<file path="src/rtl/ecmb_defines.vh">
`ifndef ECMB_DEFINES_VH
`define ECMB_DEFINES_VH
`define ECMB_PAGE_ADDR 28'h01E0000
`define ECMB_PAGE_HI 27
`define ECMB_PAGE_LO 13
`define ECMB_PAGE_NUM 15'h00F0
`define ECMB_OFF_ENABLE 4'h0
`define ECMB_OFF_CE 4'h4
`define ECMB_OFF_DIAG 4'h8
`define ECMB_BASE_HI 5
`define ECMB_BIT_BOARD_EN 6
`define ECMB_BIT_BUS_ECC 7
`define ECMB_BIT_SCRUB 8
`define ECMB_SIZE_HI 10
`define ECMB_SIZE_LO 9
`define ECMB_BIT_MODE0 11
`define ECMB_BIT_MODE1 12
`define ECMB_TYPE_HI 15
`define ECMB_TYPE_LO 13
`define ECMB_ENABLE_RESET 5'h00
`define ECMB_BASE_RESET 6'h00
`define ECMB_CE_RESET 32'h00000000
`endif

</file>
<file path="src/rtl/ecmb_base_match.v">
`timescale 1ns/1ps
module ecmb_base_match (
    input wire [5:0] i_base,
    input wire [1:0] i_size,
    input wire [5:0] i_addr_hi,
    output wire o_hit
);
    wire [5:0] mask;
    assign mask = (i_size == 2'h0) ? 6'h3F : (i_size == 2'h1) ? 6'h3E :
                  (i_size == 2'h2) ? 6'h3C : 6'h38;
    assign o_hit = ((i_addr_hi & mask) == (i_base & mask));
endmodule

</file>
<file path="src/rtl/ecmb_regs.v">
`timescale 1ns/1ps
`include "ecmb_defines.vh"
// Overview of operation
// - Registers answer only in page 0x001E0000
// - A7:A6 must match jumper board number
// - A3:A0 picks enable, error, diagnostic register
// - Base field compared with A27..A22
// - Select when enabled and in range
// - Size field reports board capacity
// - Enable clears on reset, blocks memory
// - Bit 7 enables bus check and reporting
// - Bit 8 enables scrub with error report
// - Bits 11,12 drive chip mode selects
// - Bits 15..13 read fixed board version
// - Error register captures first syndrome, address
// - Top byte write clears error register
// - Status bit set freezes captured fields
// - Captured address is A25..A3
// - Bits 31..24 hold captured syndrome
// - Diagnostic is four write-only chip words
// - Board error flag feeds processor flag
// - Scrub uncorrectable errors go unreported
module ecmb_regs #(
    parameter [1:0] BOARD_SIZE = 2'h0,
    parameter [2:0] BOARD_VERSION = 3'h0
) (
    input wire I_CORE_CLK,
    input wire I_RESET_N,
    input wire [1:0] I_BOARD_NUM,
    input wire I_REG_SEL,
    input wire I_REG_WR,
    input wire I_REG_RD,
    input wire [27:0] I_REG_ADDR,
    input wire [1:0] I_REG_SIZE,
    input wire [31:0] I_REG_WDATA,
    input wire I_MEM_CYCLE,
    input wire [27:0] I_MEM_ADDR,
    input wire I_CE_DET,
    input wire I_UE_DET,
    input wire I_SCRUB_CYCLE,
    input wire [7:0] I_CE_SYNDROME,
    output reg O_REG_ACK,
    output reg [31:0] O_REG_RDATA,
    output reg O_BOARD_SEL,
    output reg O_CHECK_GEN_EN,
    output reg O_SCRUB_EN,
    output reg O_CHIP_MODE_SEL0,
    output reg O_CHIP_MODE_SEL1,
    output reg O_CE_REPORT,
    output reg O_UE_REPORT,
    output reg O_CE_STATUS,
    output reg [3:0] O_DIAG_WR,
    output reg [15:0] O_DIAG_DATA
);
    reg rst_s1_reg;
    reg rst_n_reg;
    reg [1:0] bnum_s1_reg;
    reg [1:0] bnum_reg;
    reg [4:0] enable_reg;
    reg [4:0] enable_next;
    reg [5:0] base_reg;
    reg [5:0] base_next;
    reg [31:0] ce_reg;
    reg [31:0] ce_next;
    reg [31:0] rdata_next;
    reg [15:0] diag_data_next;
    wire rst_n;
    wire page_hit;
    wire board_hit;
    wire reg_hit;
    wire [3:0] reg_off;
    wire ack_next;
    wire range_hit;
    wire mem_sel;
    wire [15:0] enable_view;
    wire wr_en;
    wire wr_ce;
    wire diag_aligned;
    wire wr_diag;
    wire ce_event;
    wire ue_event;
    wire [3:0] diag_wr_next;
    genvar chip;

    assign rst_n = rst_n_reg;

    // Reset release synchroniser
    always @(posedge I_CORE_CLK or negedge I_RESET_N) begin
        if (!I_RESET_N) begin
            rst_s1_reg <= 1'b0;
            rst_n_reg <= 1'b0;
        end else begin
            rst_s1_reg <= 1'b1;
            rst_n_reg <= rst_s1_reg;
        end
    end

    // Jumper board number synchroniser
    always @(posedge I_CORE_CLK or negedge rst_n) begin
        if (!rst_n) begin
            bnum_s1_reg <= 2'h0;
            bnum_reg <= 2'h0;
        end else begin
            bnum_s1_reg <= I_BOARD_NUM;
            bnum_reg <= bnum_s1_reg;
        end
    end

    assign page_hit = (I_REG_ADDR[`ECMB_PAGE_HI:`ECMB_PAGE_LO] == `ECMB_PAGE_NUM);

    assign board_hit = (I_REG_ADDR[7:6] == bnum_reg);
    assign reg_hit = I_REG_SEL && page_hit && board_hit;

    assign reg_off = I_REG_ADDR[3:0];
    assign ack_next = reg_hit && (I_REG_WR || I_REG_RD);
    assign wr_en = reg_hit && I_REG_WR && (reg_off == `ECMB_OFF_ENABLE);

    assign wr_ce = reg_hit && I_REG_WR && (reg_off == `ECMB_OFF_CE);

    assign diag_aligned = (I_REG_SIZE == 2'h1) ? !I_REG_ADDR[0] :
                          (I_REG_ADDR[1:0] == 2'h0);
    assign wr_diag = reg_hit && I_REG_WR && reg_off[3] &&
                     (I_REG_SIZE != 2'h0) && diag_aligned;

    assign enable_view = {BOARD_VERSION, enable_reg[4], enable_reg[3], BOARD_SIZE,
                          enable_reg[2], enable_reg[1], enable_reg[0], base_reg};

    always @* begin
        enable_next = enable_reg;
        base_next = base_reg;
        if (wr_en) begin
            enable_next = {I_REG_WDATA[`ECMB_BIT_MODE1], I_REG_WDATA[`ECMB_BIT_MODE0],
                           I_REG_WDATA[`ECMB_BIT_SCRUB], I_REG_WDATA[`ECMB_BIT_BUS_ECC],
                           I_REG_WDATA[`ECMB_BIT_BOARD_EN]};
            base_next = I_REG_WDATA[`ECMB_BASE_HI:0];
        end
    end

    ecmb_base_match u_match (
        .i_base(base_reg),
        .i_size(BOARD_SIZE),
        .i_addr_hi(I_MEM_ADDR[27:22]),
        .o_hit(range_hit)
    );

    assign mem_sel = I_MEM_CYCLE && enable_reg[0] && range_hit;

    assign ce_event = I_CE_DET && (I_SCRUB_CYCLE ? O_SCRUB_EN : O_CHECK_GEN_EN);

    assign ue_event = I_UE_DET && !I_SCRUB_CYCLE && O_CHECK_GEN_EN;

    always @* begin
        ce_next = ce_reg;
        if (wr_ce) begin
            ce_next = `ECMB_CE_RESET;
        end
        if (ce_event && (!ce_reg[0] || wr_ce)) begin
            ce_next = {I_CE_SYNDROME, I_MEM_ADDR[25:3], 1'b1};
        end
    end

    // Read data select
    always @* begin
        rdata_next = 32'h00000000;
        case (reg_off)
            `ECMB_OFF_ENABLE: begin
                rdata_next = {16'h0000, enable_view};
            end
            `ECMB_OFF_CE: begin
                rdata_next = ce_reg;
            end
            default: begin
                rdata_next = 32'h00000000;
            end
        endcase
    end

    generate
        for (chip = 0; chip < 4; chip = chip + 1) begin : g_chip
            wire word_hit;
            wire pair_hit;
            assign word_hit = ({30'h00000000, I_REG_ADDR[2:1]} == chip);
            assign pair_hit = ({31'h00000000, I_REG_ADDR[2]} == (chip / 2));
            assign diag_wr_next[chip] = wr_diag &&
                                        ((I_REG_SIZE == 2'h1) ? word_hit : pair_hit);
        end
    endgenerate

    // Diagnostic data, low half only
    always @* begin
        diag_data_next = 16'h0000;
        if (wr_diag) begin
            diag_data_next = I_REG_WDATA[15:0];
        end
    end

    // Control and capture registers
    always @(posedge I_CORE_CLK or negedge rst_n) begin
        if (!rst_n) begin
            enable_reg <= `ECMB_ENABLE_RESET;
            base_reg <= `ECMB_BASE_RESET;
            ce_reg <= `ECMB_CE_RESET;
        end else begin
            enable_reg <= enable_next;
            base_reg <= base_next;
            ce_reg <= ce_next;
        end
    end

    // Register access acknowledge
    always @(posedge I_CORE_CLK or negedge rst_n) begin
        if (!rst_n) begin
            O_REG_ACK <= 1'b0;
        end else begin
            O_REG_ACK <= ack_next;
        end
    end

    // Read data, zero outside reads
    always @(posedge I_CORE_CLK or negedge rst_n) begin
        if (!rst_n) begin
            O_REG_RDATA <= 32'h00000000;
        end else begin
            O_REG_RDATA <= (reg_hit && I_REG_RD) ? rdata_next : 32'h00000000;
        end
    end

    // Memory side controls
    always @(posedge I_CORE_CLK or negedge rst_n) begin
        if (!rst_n) begin
            O_BOARD_SEL <= 1'b0;
            O_CHECK_GEN_EN <= 1'b0;
            O_SCRUB_EN <= 1'b0;
            O_CHIP_MODE_SEL0 <= 1'b0;
            O_CHIP_MODE_SEL1 <= 1'b0;
        end else begin
            O_BOARD_SEL <= mem_sel;
            O_CHECK_GEN_EN <= enable_reg[1];
            O_SCRUB_EN <= enable_reg[2];
            O_CHIP_MODE_SEL0 <= enable_reg[3];
            O_CHIP_MODE_SEL1 <= enable_reg[4];
        end
    end

    // Error reports
    always @(posedge I_CORE_CLK or negedge rst_n) begin
        if (!rst_n) begin
            O_CE_REPORT <= 1'b0;
            O_UE_REPORT <= 1'b0;
            O_CE_STATUS <= 1'b0;
        end else begin
            O_CE_REPORT <= ce_event;
            O_UE_REPORT <= ue_event;
            O_CE_STATUS <= ce_next[0];
        end
    end

    // Chip diagnostic strobes
    always @(posedge I_CORE_CLK or negedge rst_n) begin
        if (!rst_n) begin
            O_DIAG_WR <= 4'h0;
            O_DIAG_DATA <= 16'h0000;
        end else begin
            O_DIAG_WR <= diag_wr_next;
            O_DIAG_DATA <= diag_data_next;
        end
    end
endmodule

</file>
<file path="config.mk">
export PLATFORM = sky130hd
export DESIGN_NAME = ecmb_regs
export DESIGN_NICKNAME = d
export VERILOG_FILES = /design/src/rtl/ecmb_base_match.v /design/src/rtl/ecmb_regs.v
export VERILOG_INCLUDE_DIRS = /design/src /design/src/rtl
export SDC_FILE = /design/constraint.sdc
export NUM_CORES = 1
export LEC_CHECK = 0
export BUFFER_PORTS_ARGS = -buffer_cell sky130_fd_sc_hd__clkbuf_2
export CAP_MARGIN = 20
export CORE_ASPECT_RATIO = 0.6
export CORE_MARGIN = 2
export CORE_UTILIZATION = 48
export DETAILED_ROUTE_END_ITERATION = 16
export PLACE_DENSITY = 0.8
export SKIP_LAST_GASP = 1
export SYNTH_ARGS = -nofsm -noshare
export SYNTH_HDL_FRONTEND = slang
export SYNTH_SLANG_ARGS = --single-unit
export TNS_END_PERCENT = 5
</file>
<file path="constraint.sdc">
create_clock -name I_CORE_CLK -period 3.6 [get_ports I_CORE_CLK]
set_clock_uncertainty 0.1 [all_clocks]
set_input_delay 0.36 -clock I_CORE_CLK [delete_from_list [all_inputs] [get_ports I_CORE_CLK]]
set_output_delay 0.36 -clock I_CORE_CLK [all_outputs]
set_load 0.05 [all_outputs]
</file>
==> flow_summary_export.csv <==
group,metric,value,unit
status,status,"complete, no violations",
floorplan,die_w,124,um
global_routing,overflow,0,
setup_path,worstPathArrival,2250,ps
global_routing,grt_use_met2,0.322,
global_routing,grt.met1_usage,0.303,
clock_network,post-cts-setup-buffers,0,
floorplan,core,0.00849,mm^2
global_routing,use_met3,0.0660,
timing,min_period,2130,ps
cells_and_area,largest_reg_flops,32,
min_path,hp-class,"input pin to flop",
floorplan,io_pins,170,
setup_path,worst-path-buf-inv,1,
global_routing,track_usage,0.214,
cells_and_area,fillCellCount,673,
placed_design,dp.cells,584,
timing,setup_ws,1470,ps
synthesis,syn_nets,452,
setup_path,cp-end-kind,"flop",
cells_and_area,seqCellArea,0.00273,mm^2
placed_design,portBuffers,143,
setup_path,max_stage_delay,600,ps
timing,min_period_over_period,0.591,
timing,tightest_slew,738,ps
global_routing,grt_pass1_vias,3092,
route,first_iter_violations,267,
cells_and_area,post-route-util,0.628,
synthesis,synth_cell_types,36,
synthesis,syn_area_per_cell,12.2,um^2
route,drt_pre_antenna_iters,4,
power_and_ir_drop,power.density,434,mW/mm^2
setup_path,path_cells,"clkbuf_2 > or4b_1 > nor2_1 > nand4_1 > mux2_2",
placed_design,pre_cts_ws,1110,ps
timing,hold_viol,0,
floorplan,die-area,0.00949,mm^2
timing,setup_tns,0,ps
power_and_ir_drop,ir_drop,0.246,mV
cells_and_area,drive_gt1_frac,0.392,
route,post-route-drc-count,0,
global_routing,top_usage_layer,"met2",
global_routing,grt_start_max_net_pins,58,
setup_path,crit_family,"simple AND/OR/NAND/NOR gates",
timing,rsz0062_at_grt,"false",
synthesis,ys_seq_area_frac,0.653,
clock_network,cts_made_buffers,9,
setup_path,startpoint_type,"input pin",
clock_network,root_buffer,"clkbuf_16",
route,post_drt_wl_per_cell,16.0,um
placed_design,dp_hpwl,6.61,mm
floorplan,initial_utilization,0.492,
cells_and_area,stdcell_area,0.00533,mm^2
clock_network,clock-sinks,109,
cells_and_area,syn_to_final_growth,27.5,%
cells_and_area,multiInputGateArea,0.00123,mm^2
timing,finalSetupViolCount,0,
floorplan,die-height,76.3,um
placed_design,place_congestion,0.830,
synthesis,synth_area,0.00418,mm^2
power_and_ir_drop,p_leak,2.78,nW
global_routing,antenna_found_initial,0,
timing,fmax,0.470,GHz
run,maxCapViolCount,0,
clock_network,cts_tree,"built",
setup_path,worstSetupPathType,"input pin to flop",
global_routing,grt_pass1_wl,15.8,mm
timing,relSlewSlack,0.506,
setup_path,cp.required,3730,ps
synthesis,ys_warn_count,0,
route,wl,9.62,mm
clock_network,clk_path_buf_depth,2,
placed_design,dpl_cell_area,0.00501,mm^2
cells_and_area,nets,594,
synthesis,syn-instance-count,343,
setup_path,path_max_fanout,11,
clock_network,cts.htree.levels,3,
floorplan,rows,26,
route,via_count,3095,
cells_and_area,instances_no_fill,602,
setup_path,slowest_stage,"nand4_1",
route,viasPerCell,5.14,
cells_and_area,diodes,0,
synthesis,ys_ff_latch,109,
timing,slew_violations,0,
route,drtAntennaViolNets,0,
clock_network,clkSlewWorstSetupHoldPaths,70,ps
clock_network,clock_latency,340,ps
==> layout make-up <==
class                      count  share of cell area
timing repair buffer         154               0.151
clock inverter                 7              0.0138
sequential                   109               0.512
clock buffer                   9              0.0423
tap                          112              0.0263
inverter                      33              0.0232
multi-input combinational    178               0.231
==> synth_stat cells (all sizes together) <==
library cell  number  area (um^2)
dfrtp            109         2730
nand2             34          128
inv               33          124
o32ai             31          294
nor3              23          115
and2              18          113
clkbuf            17         66.3
nor2              14         52.6
a22oi             11         82.6
mux2              11          124
buf                6         48.8
xnor2              6         52.6
nor4               4         37.5
nand3              3         15.0
nor2b              3         18.8
and3b              2         17.5
nand4              2         12.5
or2                2         15.0
or4b               2         23.8
xor2               2         17.5
a21oi              1         5.00
and3               1         6.26
and4               1         8.76
conb               1         3.75
mux2i              1         10.0
nand3b             1         7.51
nor3b              1         12.5
nor4b              1         8.76
nor4bb             1         10.0
o41a               1         21.3
==> stage by stage <==
step,hold slack [ps],total power [mW]
5_1_grt,6.89,2.41
6_report,16.4,2.31
2_1_floorplan,-35.6,1.29
3_5_place_dp,48.6,1.35
4_1_cts,4.35,2.34
3_3_place_gp,45.2,1.35
==> final timing paths <==
check                                     from              to  slack (ps)  cells past startpoint
worst max-delay path            I_REG_ADDR[15]   enable_reg[0]        1470                      5
worst max register to register     bnum_reg[0]   enable_reg[0]        1470                      4
min in group asynchronous            I_RESET_N           rst_n         230                      2
max in group asynchronous                rst_n     base_reg[3]        2250                      1
worst min-delay path            I_BOARD_NUM[1]  bnum_s1_reg[1]          20                      1
worst min register to register  bnum_s1_reg[1]     bnum_reg[1]         250                      0
==> placed cells by master (no fill, tap or decap), types with 2 or more instances in the layout <==
cell type / n
mux2_2: 11
xnor2_1: 6
clkbuf_16: 9
nor2_1: 14
nor3_1: 23
nor4_2: 2
dlygate4sd3_1: 2
nor2b_2: 2
buf_4: 9
and2_1: 18
o32ai_1: 28
clkbuf_2: 143
nand3_1: 3
clkinvlp_4: 4
dfrtp_1: 108
a22oi_1: 11
nand2_1: 34
xor2_1: 2
inv_1: 33
o32ai_2: 3
nand4_1: 2
and3b_1: 2
==> worst reg2reg max path: cells and delay by family, from the launching register on <==
kind / cells / cell delay (ps)
mux: 1 / 520
xor+xnor: 1 / 190
flops: 1 / 380
simple gates: 2 / 820
==> what timing repair did <==
| action | 4_1_cts | 5_1_grt |
|---|---|---|
| hold endpoints to repair | 2 | 1 |
| gates resized for setup | 0 | 0 |
| hold buffers | 1 | 1 |
==> metal layers <==
metal | up-vias | wire length (um)
li1 | 1449 | -
met1 | 1499 | 4290
met2 | 138 | 4420
met3 | 9 | 816
met4 | 0 | 91
met5 | - | 0
==> logic make-up after synthesis <==
logic type / Yosys count / synth area share
other: 1 / 0.000897
AND/OR/NAND/NOR: 113 / 0.144
AO/OA/AOI/OAI: 44 / 0.0964
buffers and inverters: 56 / 0.0572
multiplexers: 12 / 0.0320
XOR/XNOR: 8 / 0.0168
flip-flops: 109 / 0.653
==> power by group <==
part	switching [mW]	internal, mW	total [mW]
Combinational	0.0432	0.0450	0.0882
Clock	0.444	0.540	0.985
Sequential	0.0130	1.23	1.24
Total	0.501	1.81	2.31
(Power assumes the default switching activity.)
